<file path="src/pkg/pcm_port_map.vh">
`ifndef PCM_PORT_MAP_VH
`define PCM_PORT_MAP_VH
// Register word indices on the plain register port.
`define ADDR_TX_CFG 4'h0
`define ADDR_RX_CFG 4'h1
`define ADDR_CTRL 4'h2
`define ADDR_TX_SAMPLE 4'h3
`define ADDR_RX_SAMPLE 4'h4
`define ADDR_STATUS 4'h5
// Direction configuration fields: slot number, port select, delayed mode.
`define CFG_SLOT_LSB 0
`define CFG_SLOT_MSB 5
`define CFG_PORT_BIT 6
`define CFG_DELAYED_BIT 7
// Control fields.
`define CTRL_POWER_UP_BIT 0
`define CTRL_ALAW_BIT 1
// Reset values: powered down, non-delayed, slot 0, port 0, mu-law.
`define TX_CFG_RESET 8'h00
`define RX_CFG_RESET 8'h00
`define CTRL_RESET 8'h00
// Bits of a PCM sample.
`define SAMPLE_BITS 8
`endif

</file>
<file path="src/logic/sample_fifo.v">
`timescale 1ns/10ps
// Small synchronous FIFO with valid and ready on both sides.
module sample_fifo #(
  parameter WIDTH = 8,
  parameter DEPTH = 4,
  parameter AW = 2
) (
  input wire clk,
  input wire reset,
  input wire [WIDTH-1:0] in_data,
  input wire in_valid,
  output wire in_ready,
  output reg [WIDTH-1:0] out_data,
  output wire out_valid,
  input wire out_ready
);
  reg [WIDTH-1:0] mem_r [0:DEPTH-1];
  reg [AW:0] count_r;
  reg [AW-1:0] wptr_r;
  reg [AW-1:0] rptr_r;
  wire push;
  wire pop;

  // Honest full and empty flags from the occupancy count.
  assign in_ready = (count_r != DEPTH[AW:0]);
  assign out_valid = (count_r != {(AW+1){1'b0}});
  assign push = in_valid && in_ready;
  assign pop = out_valid && out_ready;

  // Pointers and count.
  always @(posedge clk) begin
    if (reset) begin
      count_r <= {(AW+1){1'b0}};
      wptr_r <= {AW{1'b0}};
      rptr_r <= {AW{1'b0}};
    end else begin
      if (push) begin
        wptr_r <= (wptr_r == DEPTH - 1) ? {AW{1'b0}} : wptr_r + 1'b1;
      end
      if (pop) begin
        rptr_r <= (rptr_r == DEPTH - 1) ? {AW{1'b0}} : rptr_r + 1'b1;
      end
      if (push && !pop) begin
        count_r <= count_r + 1'b1;
      end else if (pop && !push) begin
        count_r <= count_r - 1'b1;
      end
    end
  end

  // Storage write.
  always @(posedge clk) begin
    if (push) begin
      mem_r[wptr_r] <= in_data;
    end
  end

  // Read data comes from a register that shows the head word.
  always @(posedge clk) begin
    if (reset) begin
      out_data <= {WIDTH{1'b0}};
    end else if (pop && count_r > 1) begin
      out_data <= mem_r[(rptr_r == DEPTH - 1) ? {AW{1'b0}} : rptr_r + 1'b1];
    end else if (push && (count_r == 0 || (pop && count_r == 1))) begin
      out_data <= in_data;
    end
  end
endmodule

</file>
<file path="src/logic/pcm_timeslot_serial_port.v">
`timescale 1ns/10ps
`include "pcm_port_map.vh"
module pcm_timeslot_serial_port #(
  parameter FIFO_DEPTH = 4,
  parameter FIFO_AW = 2
) (
  input wire clk,
  input wire reset,
  input wire [3:0] reg_addr,
  input wire [7:0] reg_wdata,
  input wire reg_write,
  input wire reg_read,
  output reg [7:0] reg_rdata,
  input wire bit_clock,
  input wire transmit_frame_sync,
  input wire receive_frame_sync,
  output reg transmit_data_port0_out,
  output reg transmit_data_port0_oe_n,
  output reg transmit_data_port1_out,
  output reg transmit_data_port1_oe_n,
  output wire transmit_slot_indicator0_out,
  output reg transmit_slot_indicator0_oe_n,
  output wire transmit_slot_indicator1_out,
  output reg transmit_slot_indicator1_oe_n,
  input wire receive_data_port0,
  input wire receive_data_port1,
  input wire [7:0] transmit_voice_input,
  input wire transmit_voice_valid,
  output wire transmit_voice_ready,
  output reg [7:0] receive_voice_output,
  output reg receive_voice_strobe
);
  localparam ST_IDLE = 3'b001;
  localparam ST_COUNT = 3'b010;
  localparam ST_SHIFT = 3'b100;

  reg [7:0] tx_cfg_r;
  reg [7:0] rx_cfg_r;
  reg [7:0] ctrl_r;
  reg [1:0] bclk_sync_r;
  reg [1:0] fsx_sync_r;
  reg [1:0] fsr_sync_r;
  reg [1:0] dr0_sync_r;
  reg [1:0] dr1_sync_r;
  reg bclk_prev_r;
  reg fsx_prev_r;
  reg fsr_prev_r;
  reg [2:0] tx_state_r;
  reg [2:0] tx_state_nxt;
  reg [2:0] rx_state_r;
  reg [2:0] rx_state_nxt;
  reg [8:0] tx_cnt_r;
  reg [8:0] rx_cnt_r;
  reg [7:0] tx_shift_r;
  reg [7:0] rx_shift_r;
  reg tx_pending_r;
  reg rx_pending_r;
  reg [7:0] tx_sample_r;
  reg [7:0] rx_sample_r;
  reg tx_underrun_r;
  reg rx_overrun_r;
  reg tx_port_r;
  wire bclk_rise;
  wire bclk_fall;
  wire fsx_rise;
  wire fsr_rise;
  wire powered;
  wire rx_bit;
  wire [7:0] fifo_data;
  wire fifo_valid;
  wire fifo_pop;

  // Slot start offset in bit clocks for a configuration: slot number times eight.
  function [8:0] slot_start;
    input [7:0] cfg;
    begin
      slot_start = {cfg[`CFG_SLOT_MSB:`CFG_SLOT_LSB], 3'b000};
    end
  endfunction

  assign powered = ctrl_r[`CTRL_POWER_UP_BIT];

  // Two-flip-flop synchronisers for every pin input, then edge history.
  always @(posedge clk) begin
    if (reset) begin
      bclk_sync_r <= 2'h0;
      fsx_sync_r <= 2'h0;
      fsr_sync_r <= 2'h0;
      dr0_sync_r <= 2'h0;
      dr1_sync_r <= 2'h0;
      bclk_prev_r <= 1'b0;
      fsx_prev_r <= 1'b0;
      fsr_prev_r <= 1'b0;
    end else begin
      bclk_sync_r <= {bclk_sync_r[0], bit_clock};
      fsx_sync_r <= {fsx_sync_r[0], transmit_frame_sync};
      fsr_sync_r <= {fsr_sync_r[0], receive_frame_sync};
      dr0_sync_r <= {dr0_sync_r[0], receive_data_port0};
      dr1_sync_r <= {dr1_sync_r[0], receive_data_port1};
      bclk_prev_r <= bclk_sync_r[1];
      fsx_prev_r <= fsx_sync_r[1];
      fsr_prev_r <= fsr_sync_r[1];
    end
  end

  assign bclk_rise = bclk_sync_r[1] && !bclk_prev_r;
  assign bclk_fall = !bclk_sync_r[1] && bclk_prev_r;
  assign fsx_rise = fsx_sync_r[1] && !fsx_prev_r;
  assign fsr_rise = fsr_sync_r[1] && !fsr_prev_r;
  // Only the programmed receive port is looked at.
  assign rx_bit = rx_cfg_r[`CFG_PORT_BIT] ? dr1_sync_r[1] : dr0_sync_r[1];

  // Transmit samples wait in a small FIFO; a frame takes one per slot.
  sample_fifo #(
    .WIDTH(`SAMPLE_BITS),
    .DEPTH(FIFO_DEPTH),
    .AW(FIFO_AW)
  ) tx_fifo (
    .clk(clk),
    .reset(reset),
    .in_data(transmit_voice_input),
    .in_valid(transmit_voice_valid),
    .in_ready(transmit_voice_ready),
    .out_data(fifo_data),
    .out_valid(fifo_valid),
    .out_ready(fifo_pop)
  );

  // A sample is drawn at each transmit frame sync while powered and the FIFO is not empty.
  assign fifo_pop = fsx_rise && powered && fifo_valid;

  // Register writes; reset leaves the port powered down and non-delayed.
  always @(posedge clk) begin
    if (reset) begin
      tx_cfg_r <= `TX_CFG_RESET;
      rx_cfg_r <= `RX_CFG_RESET;
      ctrl_r <= `CTRL_RESET;
    end else if (reg_write) begin
      case (reg_addr)
        `ADDR_TX_CFG: tx_cfg_r <= reg_wdata;
        `ADDR_RX_CFG: rx_cfg_r <= reg_wdata;
        `ADDR_CTRL: ctrl_r <= reg_wdata;
        default: ctrl_r <= ctrl_r;
      endcase
    end
  end

  // Register reads answer one cycle later; unmapped words read zero.
  always @(posedge clk) begin
    if (reset) begin
      reg_rdata <= 8'h00;
    end else if (reg_read) begin
      case (reg_addr)
        `ADDR_TX_CFG: reg_rdata <= tx_cfg_r;
        `ADDR_RX_CFG: reg_rdata <= rx_cfg_r;
        `ADDR_CTRL: reg_rdata <= ctrl_r;
        `ADDR_TX_SAMPLE: reg_rdata <= tx_sample_r;
        `ADDR_RX_SAMPLE: reg_rdata <= rx_sample_r;
        `ADDR_STATUS: reg_rdata <= {4'h0, rx_overrun_r, tx_underrun_r,
                                    rx_state_r == ST_SHIFT, tx_state_r == ST_SHIFT};
        default: reg_rdata <= 8'h00;
      endcase
    end else begin
      reg_rdata <= 8'h00;
    end
  end

  // Transmit sequencer next state.
  always @* begin
    tx_state_nxt = tx_state_r;
    case (tx_state_r)
      ST_IDLE: begin
        if (fsx_rise && powered) begin
          if (!tx_cfg_r[`CFG_DELAYED_BIT] || slot_start(tx_cfg_r) == 9'h000) begin
            tx_state_nxt = ST_SHIFT;
          end else begin
            tx_state_nxt = ST_COUNT;
          end
        end
      end
      ST_COUNT: begin
        if (!powered) begin
          tx_state_nxt = ST_IDLE;
        end else if (bclk_rise && tx_cnt_r == slot_start(tx_cfg_r) - 9'h001) begin
          tx_state_nxt = ST_SHIFT;
        end
      end
      ST_SHIFT: begin
        if (!powered || (bclk_rise && tx_cnt_r == 9'h008)) begin
          tx_state_nxt = ST_IDLE;
        end
      end
      default: tx_state_nxt = ST_IDLE;
    endcase
  end

  // Transmit counters and shifting; each rising bit clock presents one bit.
  always @(posedge clk) begin
    if (reset) begin
      tx_state_r <= ST_IDLE;
      tx_cnt_r <= 9'h000;
      tx_shift_r <= 8'h00;
      tx_pending_r <= 1'b0;
      tx_sample_r <= 8'h00;
      tx_underrun_r <= 1'b0;
      tx_port_r <= 1'b0;
    end else begin
      tx_state_r <= tx_state_nxt;
      if (fsx_rise && powered) begin
        tx_cnt_r <= 9'h000;
        tx_pending_r <= 1'b1;
        tx_port_r <= tx_cfg_r[`CFG_PORT_BIT];
        tx_sample_r <= fifo_valid ? fifo_data : tx_sample_r;
        tx_shift_r <= fifo_valid ? fifo_data : tx_sample_r;
        tx_underrun_r <= !fifo_valid;
      end else if (bclk_rise && tx_state_r != ST_IDLE) begin
        tx_cnt_r <= (tx_state_r == ST_SHIFT && tx_state_nxt == ST_COUNT) ? 9'h000
                    : (tx_state_r == ST_COUNT && tx_state_nxt == ST_SHIFT) ? 9'h000
                    : tx_cnt_r + 9'h001;
        if (tx_state_r == ST_SHIFT) begin
          if (tx_pending_r) begin
            tx_pending_r <= 1'b0;
          end else begin
            tx_shift_r <= {tx_shift_r[6:0], 1'b0};
          end
        end
      end
    end
  end

  // Drive pins: data and indicator only on the selected port in the slot.
  always @(posedge clk) begin
    if (reset) begin
      transmit_data_port0_out <= 1'b0;
      transmit_data_port1_out <= 1'b0;
      transmit_data_port0_oe_n <= 1'b1;
      transmit_data_port1_oe_n <= 1'b1;
      transmit_slot_indicator0_oe_n <= 1'b1;
      transmit_slot_indicator1_oe_n <= 1'b1;
    end else begin
      transmit_data_port0_out <= tx_shift_r[7];
      transmit_data_port1_out <= tx_shift_r[7];
      transmit_data_port0_oe_n <= !(tx_state_r == ST_SHIFT && !tx_pending_r && !tx_port_r);
      transmit_data_port1_oe_n <= !(tx_state_r == ST_SHIFT && !tx_pending_r && tx_port_r);
      transmit_slot_indicator0_oe_n <= !(tx_state_r == ST_SHIFT && !tx_pending_r && !tx_port_r);
      transmit_slot_indicator1_oe_n <= !(tx_state_r == ST_SHIFT && !tx_pending_r && tx_port_r);
    end
  end

  // Open-drain indicators only ever pull low.
  assign transmit_slot_indicator0_out = 1'b0;
  assign transmit_slot_indicator1_out = 1'b0;

  // Receive sequencer next state.
  always @* begin
    rx_state_nxt = rx_state_r;
    case (rx_state_r)
      ST_IDLE: begin
        if (fsr_rise && powered) begin
          if (!rx_cfg_r[`CFG_DELAYED_BIT] || slot_start(rx_cfg_r) == 9'h000) begin
            rx_state_nxt = ST_SHIFT;
          end else begin
            rx_state_nxt = ST_COUNT;
          end
        end
      end
      ST_COUNT: begin
        if (!powered) begin
          rx_state_nxt = ST_IDLE;
        end else if (bclk_fall && rx_cnt_r == slot_start(rx_cfg_r) - 9'h001) begin
          rx_state_nxt = ST_SHIFT;
        end
      end
      ST_SHIFT: begin
        if (!powered || (bclk_fall && rx_cnt_r == 9'h007)) begin
          rx_state_nxt = ST_IDLE;
        end
      end
      default: rx_state_nxt = ST_IDLE;
    endcase
  end

  // Receive counting and capture on falling bit clock edges.
  always @(posedge clk) begin
    if (reset) begin
      rx_state_r <= ST_IDLE;
      rx_cnt_r <= 9'h000;
      rx_shift_r <= 8'h00;
      rx_pending_r <= 1'b0;
      rx_sample_r <= 8'h00;
      rx_overrun_r <= 1'b0;
      receive_voice_output <= 8'h00;
      receive_voice_strobe <= 1'b0;
    end else begin
      rx_state_r <= rx_state_nxt;
      receive_voice_strobe <= 1'b0;
      if (fsr_rise && powered) begin
        rx_cnt_r <= 9'h000;
        rx_overrun_r <= rx_pending_r;
        rx_pending_r <= 1'b1;
      end else if (bclk_fall && rx_state_r != ST_IDLE) begin
        rx_cnt_r <= (rx_state_r == ST_COUNT && rx_state_nxt == ST_SHIFT) ? 9'h000
                    : rx_cnt_r + 9'h001;
        if (rx_state_r == ST_SHIFT) begin
          rx_shift_r <= {rx_shift_r[6:0], rx_bit};
          if (rx_cnt_r == 9'h007) begin
            rx_sample_r <= {rx_shift_r[6:0], rx_bit};
            receive_voice_output <= {rx_shift_r[6:0], rx_bit};
            receive_voice_strobe <= 1'b1;
            rx_pending_r <= 1'b0;
          end
        end
      end
    end
  end
endmodule

</file>
<file path="config.mk">
export PLATFORM = sky130hd
export DESIGN_NAME = pcm_timeslot_serial_port
export DESIGN_NICKNAME = d
export VERILOG_FILES = /design/src/logic/sample_fifo.v /design/src/logic/pcm_timeslot_serial_port.v
export VERILOG_INCLUDE_DIRS = /design/src /design/src/pkg
export SDC_FILE = /design/constraint.sdc
export NUM_CORES = 1
export LEC_CHECK = 0
export ABC_AREA = 1
export BUFFER_PORTS_ARGS = -buffer_cell sky130_fd_sc_hd__buf_2
export CORE_MARGIN = 10
export CORE_UTILIZATION = 60
export DETAILED_ROUTE_END_ITERATION = 7
export GPL_ROUTABILITY_DRIVEN = 0
export HOLD_SLACK_MARGIN = 0.15
export PLACE_DENSITY = 0.8
export RECOVER_POWER = 100
export SETUP_SLACK_MARGIN = 0.15
export SYNTH_ARGS = -nofsm -noshare
export SYNTH_HDL_FRONTEND = slang
export SYNTH_HIERARCHICAL = 1
export SYNTH_SLANG_ARGS = --single-unit
export TNS_END_PERCENT = 1
</file>
<file path="constraint.sdc">
create_clock -name clk -period 4.5 [get_ports clk]
set_clock_uncertainty 0.1 [all_clocks]
set_input_delay 0 -clock clk [delete_from_list [all_inputs] [get_ports clk]]
set_output_delay 0 -clock clk [all_outputs]
set_load 0.05 [all_outputs]
</file>
* Yosys cells after proc, flatten, opt, wreduce, memory -nomap -nowiden *
Memories as Yosys holds them, arrays and structs flattened.
Cells that the tools add are included.

storage, ports and cells
  memories = 1
  RAM bits = 32
  word-level logic and storage cells = 179
  flip-flop bits (word level) = 124
  output and inout port bits = 26

memory list
  name           words  bits a word  read ports  clocked after memory_dff  write ports  RTL line          source
  tx_fifo.mem_r  4      8            1           0                         1            sample_fifo.v:17  reg [WIDTH-1:0] mem_r [0:DEPTH-1];

cells by class
  reductions and logical operators = 69
  eq/ne operators = 25
  $add $sub $neg = 8
  bitwise operators = 4
  multiplexer cells = 38
  order comparisons = 1

operators by type and width
  cell                                                 number
  two-way mux 8 bit                                    7
  one-hot mux 8 bit (6 select lines)                   1
  two-way mux 3 bit                                    12
  two-way mux 9 bit                                    3
  logical AND 1 bit                                    26
  adder 9 x 1 -> 9 bit, second input constant          2
  equality test 9 bit                                  2
  one-hot mux 3 bit (3 select lines)                   2
  subtractor 9 x 1 -> 9 bit, second input constant     2
  zero test 1 bit                                      14
  nonzero test 2 bit                                   7
  equality test 3 bit, second input constant           4
  zero test 6 bit                                      2
  two-way mux 1 bit                                    11
  equality test 3 x 1 -> 1 bit, second input constant  3
  equality test 3 x 2 -> 1 bit, second input constant  3
  equality test 9 x 3 -> 1 bit, second input constant  1
  equality test 9 x 4 -> 1 bit, second input constant  1
  AND reduction 3 bit                                  3
  equality test 4 x 2 -> 1 bit, second input constant  2
  equality test 4 x 3 -> 1 bit, second input constant  2
  AND reduction 2 bit                                  4
  != test 3 x 1 -> 1 bit, second input constant        2
  OR reduction 2 bit                                   3
  16 further kinds                                     26

* Longest topological paths before layout *
Gate-level depths: netlist of the first run.

  depth after elaboration = 10
  gate-level depth with buffers = 13
  mapped depth without buffers = 12

* Modules after synthesis *
Netlist of the first run, hierarchy kept.

by module, submodules not included
  module                    times used  area each (sq um)  sequential area each (sq um)  cells each
  pcm_timeslot_serial_port  1           4884.7             2182.1                        653
  sample_fifo               1           2294.7             1261.2                        258

* Worst setup path before layout of the first run *
OpenSTA, ideal clock, no wires.

  kind = register to register
  start point = reg tx_fifo.count_r[0]
  end point = reg tx_fifo.count_r[2]
  setup slack = 2.394 ns
  stages on the path, launching flop included = 12
  clock period less this slack = 2.106 ns
  data arrival time = 1.884 ns
  cells stage by stage = dfxtp_1 inv_1 ha_1 nand2_1 nand2_1 inv_2 nand2_1 ha_1 nor2_1 o21ai_0 o21ai_0 a21oi_1

between the ends
  word-level cells in the longest chain between the ends = 6

ends and longest elaborated chain
  item                                                     RTL line                        source
  from (decl)                                              sample_fifo.v:18                reg [AW:0] count_r;
  from (signal assigned)                                   sample_fifo.v:33                count_r <= {(AW+1){1'b0}};
  from (signal assigned)                                   sample_fifo.v:44                count_r <= count_r + 1'b1;
  from (signal assigned)                                   sample_fifo.v:46                count_r <= count_r - 1'b1;
  nonzero test 3 bit (*)                                   sample_fifo.v:26                assign out_valid = (count_r != {(AW+1){1'b0}});
  net fifo_valid                                           pcm_timeslot_serial_port.v:70   wire fifo_valid;
  logical AND 1 bit (*)                                    pcm_timeslot_serial_port.v:130  assign fifo_pop = fsx_rise && powered && fifo_valid;
  net fifo_pop                                             pcm_timeslot_serial_port.v:71   wire fifo_pop;
  logical AND 1 bit (*)                                    sample_fifo.v:28                assign pop = out_valid && out_ready;
  zero test 1 bit                                          sample_fifo.v:43                if (push && !pop) begin
  logical AND 1 bit                                        sample_fifo.v:43
  two-way mux 3 bit or nonzero test 2 bit (tied branches)  --

The timed path passes the listed nets; every way through them passes the cells marked *. The select of a mux whose other input is x is not followed.
A chain may end at the register's enable or synchronous reset.

* Worst setup path after layout of the first run *
  start point = reg ctrl_r[0]
  end point = reg tx_fifo.out_data[6]

between the ends
  word-level cells in the longest chain between the ends = 7

ends and longest elaborated chain
  item                                 RTL line                        source
  from (decl)                          pcm_timeslot_serial_port.v:39   reg [7:0] ctrl_r;
  from (signal assigned)               pcm_timeslot_serial_port.v:137  ctrl_r <= `CTRL_RESET;
  from (signal assigned)               pcm_timeslot_serial_port.v:142  `ADDR_CTRL: ctrl_r <= reg_wdata;
  from (signal assigned)               pcm_timeslot_serial_port.v:143  default: ctrl_r <= ctrl_r;
  logical AND 1 bit (*) (2 in series)  pcm_timeslot_serial_port.v:130
  net fifo_pop                         pcm_timeslot_serial_port.v:71
  logical AND 1 bit (*)                sample_fifo.v:28
  logical AND 1 bit                    sample_fifo.v:64                end else if (push && (count_r == 0 || (pop && count_r == 1))) begin
  logical OR 1 bit                     sample_fifo.v:64
  logical AND 1 bit                    sample_fifo.v:64
  nonzero test 2 bit (no source line)  --
  to (signal assigned)                 sample_fifo.v:61                out_data <= {WIDTH{1'b0}};
  to (signal assigned)                 sample_fifo.v:63                out_data <= mem_r[(rptr_r == DEPTH - 1) ? {AW{1'b0}} : rptr_r + 1'b1];
  to (signal assigned)                 sample_fifo.v:65                out_data <= in_data;
  to (decl)                            sample_fifo.v:13                output reg [WIDTH-1:0] out_data,

The timed path passes the listed nets; every way through them passes the cells marked *.

==> results of run 1 <==
## layout by cell type (no fill, tap or decap), drive strengths merged
master,count
nand3,52
nand2,175
clkbuf,51
nand3b,7
dfxtp,124
ha,17
nor3,20
inv,164
conb,2
edfxtp,32
and2,1
mux2i,1
nor2,94
o221ai,1
nor4,2
or4,1
a22oi,8
a211oi,4
nand4,12
a21oi,62
o21ai,52
buf,22
xor2,16
dlygate4sd3,31
xnor2,7
o22ai,27
bufinv,1
a31oi,7
clkinv,6
clkinvlp,3
## final timing paths
| kind | end | depth (start not counted) |
|---|---|---|
| max | tx_fifo/out_data[6]$_SDFFE_PP0P_ | 11 |
| min | reg_rdata[3]$_SDFF_PP0_ | 6 |
| max reg2reg | tx_fifo/out_data[6]$_SDFFE_PP0P_ | 11 |
| min reg2reg | fsx_sync_r[1]$_SDFF_PP0_ | 2 |
## cell families after synthesis
logic type / synth area share
buffers and inverters: 0.107
adder cells (fa/ha/maj): 0.0296
AND/OR/NAND/NOR: 0.228
AO/OA/AOI/OAI: 0.126
XOR/XNOR: 0.0281
multiplexers: 0.00139
flip-flops: 0.480
other: 0.000522
## worst reg2reg max path: cells and delay by family (launching register included)
family          cells  cell delay [ps]
compound gates      1              170
buf+inv             4              780
flops               1              420
simple gates        6             1560
## metal layers
layer	vias to the layer above	track usage	wire length (um)
li1	3101	-	-
met3	34	0.0506	1130
met1	2841	0.267	7430
met5	-	0	0
met2	193	0.327	7830
met4	0	0.0649	244
## area by class of cell
type                       instances  area [um^2]
fill                             935         3300
clock inverter                    14          134
multi-input combinational        568         2920
inverter                         160          601
timing repair buffer              86          547
clock buffer                      18          439
sequential                       156         3440
tap                              143          179
## state kept, by name, indices dropped and copies added, names as in the netlist, 7 cells and up
name and cells:
tx_cfg_r 8, rx_shift_r 7, tx_fifo/out_data 8, tx_cnt_r 9
rx_cnt_r 9, rx_sample_r 8, ctrl_r 8, reg_rdata 8
tx_sample_r 8, tx_fifo/mem_r 32, tx_shift_r 8, rx_cfg_r 8
## stage by stage
stage / worst slack (ps) / power (mW) / hold WS (ps)
after floorplan: 2390 / 1.66 / -21.5
after global placement: 2260 / 1.72 / 103
after detailed placement: 2200 / 1.72 / 105
after CTS: 2190 / 3.11 / 156
after global routing: 978 / 3.20 / 242
final: 1360 / 3.10 / 154
## power by group through the flow
stage | registers, mW | logic (mW) | clock network [mW]
after floorplan | 1.51 | 0.151 | 0
after global placement | 1.52 | 0.200 | 0
after global routing | 1.49 | 0.251 | 1.46
after detailed placement | 1.52 | 0.204 | 0
after CTS | 1.49 | 0.226 | 1.40
final | 1.49 | 0.222 | 1.39
## repair_timing
| item | 4_1_cts | 5_1_grt |
|---|---|---|
| gates resized for setup | 0 | 0 |
| hold buffers | 31 | 0 |
| buffers inserted | 0 | 0 |
| hold endpoints to repair | 138 | 0 |
==> results.cfg, run 1 <==
[synth]
syn_area_um2 = 7180
synth.most_common_cell = nand2_1
synth_cell_types = 42
synth_area_leaders = dfxtp_1 (35%), edfxtp_1 (13%), nand2_1 (8.8%), inv_1 (7.9%), nor2_1 (4.7%)
synth_edf_count = 32
synthCells = 911
synth_top_flop_cell = dfxtp_1
synth_common_cells = nand2_1 (169), inv_1 (152), dfxtp_1 (124)
ys_ff_latch = 156
yosysTopAreaCellShare = 0.346
yosysSeqAreaShare = 0.480
synth_area_per_cell_um2 = 7.88
yosys_warnings = 6
synthArstFlopShare = 0
yosys.area.top_type = dfxtp_1

[power]
power_frac_seq = 0.480
netSwitchingFraction = 0.247
intPower_mw = 2.33
combPwrFrac = 0.072
vdd_ir_drop_max_v = 0.000496
cellLeakagePower_nw = 3.42
p_sw_uw = 766
power_density_nw_per_um2 = 375
clockPowerShare = 0.449

[finish]
diodes = 0
fin_util = 0.715
final_area_um2 = 8270
drive_gt1_frac = 0.0699
final_net_count = 1036
area_delta_synth_final_pct = 15.1
finalNonFillerCells = 1145

[die]
coreArea_um2 = 11600
die_area_um2 = 16700
dieWidth_um = 129
io_pins = 56
initial_utilization = 0.621
rows = 39
chipHeight_um = 129

[sta]
hold_viol = 0
relSlewSlack = -0.124
rsz0062_at_grt = no
max_freq_ghz = 0.318
worst_pin_slew_ps = 1690
setup_violations = 0
setup_tns_ps = 0
drv_slew = 37
timing.final.crit_share = 0.699
finalCriticalPeriod_ps = 3140

[setup_path]
timing.rr.start = ctrl_r[0]$_SDFFE_PP0P_
crit_path_top_delay_cell = nor3_1
endpoint_kind = flip-flop
crit_top_cell = inv_1
path_class = flip-flop to flip-flop
rrSetupSlack_ps = 1360
crit_start = ctrl_r[0]$_SDFFE_PP0P_
path_max_fanout = 16
cp.required_ps = 4730
cp_top_family = simple AND/OR/NAND/NOR gates
path_cells = inv_1 -> nor3_1 -> nand2_1 -> inv_1 -> inv_1 -> a21oi_4 -> nand3_1 -> nand2_1 -> inv_1 -> nor2_1 -> nor2_1
arrival_ps = 3370
crit_buf_inv = 4
cpPeakStageDelay_ps = 600
critPathLaunchType = flip-flop

[clocking]
cts_tree = yes
numCtsBuffers = 17
cts.clk_slew.worst_paths_ps = 60
worstSkewPairLatency_ps = 440
htree_levels = 4
clockBufferDepth = 2
clockRootBuffer = clkbuf_16
cts.sinks = 156

[global_routing]
grt.total_usage = 0.204
grt_max_degree = 38
grt_pass1_wl_mm = 27.4
antenna_found_initial = 0
grt-ovfl-total = 0
grt_pass1_vias = 5697

[job]
drv_cap = 1

[drt]
drt-total-wl_mm = 16.6
routed_via_density = 5.39
drc = 0
via_count = 6169
drt_first_pass_iters = 5
antenna_left = 0
drt_iter0_drc = 784
wl_per_cell_um = 14.5

[place]
place_area_um2 = 7480
dp_hpwl_mm = 11.6
placedCellCount = 1082
port_buffers = 53

[status]
violations = max-capacitance violations, max-slew violations
status = complete, but fails checks

[min_path]
min_from = reg_addr[3]
holdCritPathClass = input pin to flip-flop
Note: power is estimated with default switching activity, not from simulation.
==> run 2, diff against run 1 <==
--- a/config.mk
+++ b/config.mk
@@ -9,11 +9,11 @@
 export ABC_AREA = 1
 export BUFFER_PORTS_ARGS = -buffer_cell sky130_fd_sc_hd__buf_2
 export CORE_MARGIN = 10
-export CORE_UTILIZATION = 60
+export CORE_UTILIZATION = 54
 export DETAILED_ROUTE_END_ITERATION = 7
 export GPL_ROUTABILITY_DRIVEN = 0
 export HOLD_SLACK_MARGIN = 0.15
-export PLACE_DENSITY = 0.8
+export PLACE_DENSITY = 0.76
 export RECOVER_POWER = 100
 export SETUP_SLACK_MARGIN = 0.15
 export SYNTH_ARGS = -nofsm -noshare
==> constraint.sdc (replaced) <==
create_clock -name clk -period 2.7 [get_ports clk]
set_clock_uncertainty 0.1 [all_clocks]
set_input_delay 0 -clock clk [delete_from_list [all_inputs] [get_ports clk]]
set_output_delay 0 -clock clk [all_outputs]
set_load 0.05 [all_outputs]
==> run 2 against run 1 <==
The run now ends clean; fmax grew 38%; final cell count grew 3.7%; wire length grew 0.92%; largest power group unchanged; first-iteration DRC count shrank 31%; register-to-register slack lost 940 ps; critical path depth shrank 4; power grew 71%; highest routed layer unchanged; sequential power grew 66%.
==> results.cfg, run 2 (synthesis results as in run 1) <==
[clocking]
clockRootBuffer = clkbuf_16
numCtsBuffers = 17
clockBufferDepth = 2
cts_tree = yes
htree_levels = 4
cts.clk_slew.worst_paths_ps = 60
cts.sinks = 156
worstSkewPairLatency_ps = 430

[finish]
area_delta_synth_final_pct = 17.1
top_regs = tx_fifo/mem_r (32), rx_cnt_r (9), tx_cnt_r (9)
diodes = 0
top_register = tx_fifo/mem_r
final_net_count = 1045
largest_reg_flops = 32
drive_gt1_frac = 0.0702
final_common_cell = nand2_1
final_cell_mix = nand2_1 (173), inv_1 (155), dfxtp_1 (124)
final_area_um2 = 8410

[drt]
antenna_left = 0
routed_via_density = 5.12
drt_iter0_drc = 541
drt_first_pass_iters = 5
via_count = 6077
wl_per_cell_um = 14.1
drc = 0
drt-total-wl_mm = 16.8

[die]
initial_utilization = 0.546
coreArea_um2 = 13100
rows = 42
io_pins = 56
die_area_um2 = 18300
dieWidth_um = 135
chipHeight_um = 135

[global_routing]
grt_max_degree = 47
antenna_found_initial = 0
grt.total_usage = 0.184
grt_pass1_vias = 5863
grt-ovfl-total = 0
grt_pass1_wl_mm = 27.4

[status]
status = finished, final reports clean

[place]
dp_hpwl_mm = 11.6
port_buffers = 53
place_area_um2 = 7580
dp_slack_ps = 400

[sta]
setup_violations = 0
rsz0062_at_grt = no
holdWs_ps = 198
max_freq_ghz = 0.437
worst_slack_ps = 413
drv_slew = 0
worst_pin_slew_ps = 829
timing.final.crit_share = 0.847
relSlewSlack = 0.447
setup_tns_ps = 0
hold_viol = 0
finalCriticalPeriod_ps = 2290

[setup_path]
path_max_fanout = 21
cp.required_ps = 2950
cpPeakStageDelay_ps = 500
critPathLaunchType = flip-flop
arrival_ps = 2540
rrSetupSlack_ps = 410
path_class = flip-flop to flip-flop
crit_path_top_delay_cell = nor2_1
r2r-end = tx_shift_r[7]$_SDFFE_PP0P_
r2r_cells = 7
endpoint_kind = flip-flop
path_cells = inv_2 -> nor3_4 -> buf_4 -> inv_1 -> nor2_1 -> a22oi_1 -> a31oi_1
timing.rr.start = ctrl_r[0]$_SDFFE_PP0P_

[min_path]
worstHoldPathCells = 6
min_from = reg_addr[3]
holdCritPathClass = input pin to flip-flop
min_to = reg_rdata[2]$_SDFF_PP0_

[power]
cellLeakagePower_nw = 3.47
vdd_ir_drop_max_v = 0.000453
power_mw = 5.31
power_density_nw_per_um2 = 632

[job]
drv_cap = 0
[run 2: what timing repair did]
item / in CTS / in global routing
endpoints found under the setup margin: 0 / 1
hold endpoints to repair: 129 / 0
gates resized for setup: 0 / 1
hold buffers: 32 / 0
setup buffers: 0 / 0
[run 2: worst max-delay path, delay by kind of cell, from the launching register on]
| kind | cells | cell delay (ps) |
|---|---|---|
| DFF | 1 | 430 |
| and+or+nand+nor | 2 | 720 |
| AOI/OAI and AO/OA | 2 | 390 |
| buffers and inverters | 3 | 560 |
[run 2: stage by stage]
stage | instances | utilization
detailed placement | 1123 | 0.577
finish | 1187 | 0.640
global placement | 1123 | 0.577
global route | 1187 | 0.640
floorplan | 912 | -
CTS | 1187 | 0.648
[run 2: cell type report]
class                      count  area, um^2
sequential                   156        3440
inverter                     160         603
tap                          176         220
timing repair buffer          95         596
multi-input combinational    568        2930
clock buffer                  22         475
clock inverter                10         138
fill                        1139        4730
[run 2: worst max path at each step]
stage                                          startpoint                         endpoint  slack, ps  depth (start not counted)
after global placement    tx_fifo/count_r[0]$_SDFFE_PP0P_  tx_fifo/count_r[2]$_SDFFE_PP0P_        460                         11
after detailed placement  tx_fifo/count_r[0]$_SDFFE_PP0P_  tx_fifo/count_r[2]$_SDFFE_PP0P_        400                         11
after CTS                 tx_fifo/count_r[0]$_SDFFE_PP0P_  tx_fifo/count_r[2]$_SDFFE_PP0P_        400                         11
final                              ctrl_r[0]$_SDFFE_PP0P_       tx_shift_r[7]$_SDFFE_PP0P_        410                          7
after global routing      tx_fifo/count_r[0]$_SDFFE_PP0P_  tx_fifo/count_r[2]$_SDFFE_PP0P_        160                         10
after floorplan           tx_fifo/count_r[0]$_SDFFE_PP0P_  tx_fifo/count_r[2]$_SDFFE_PP0P_        590                         11
[run 2: layer usage]
metal | GRT usage | vias up | routed length [um]
li1 | - | 3105 | -
met1 | 0.227 | 2793 | 7440
met2 | 0.301 | 147 | 8110
met3 | 0.0471 | 32 | 883
met4 | 0.0778 | 0 | 360
met5 | 0 | - | 0
[run 2: power by group]
| group | internal, mW | switching, mW | leakage [nW] | total, mW |
|---|---|---|---|---|
| clock | 1.53 | 0.925 | 0.299 | 2.45 |
| sequential | 2.45 | 0.0305 | 1.30 | 2.48 |
| combinational | 0.137 | 0.240 | 1.87 | 0.376 |
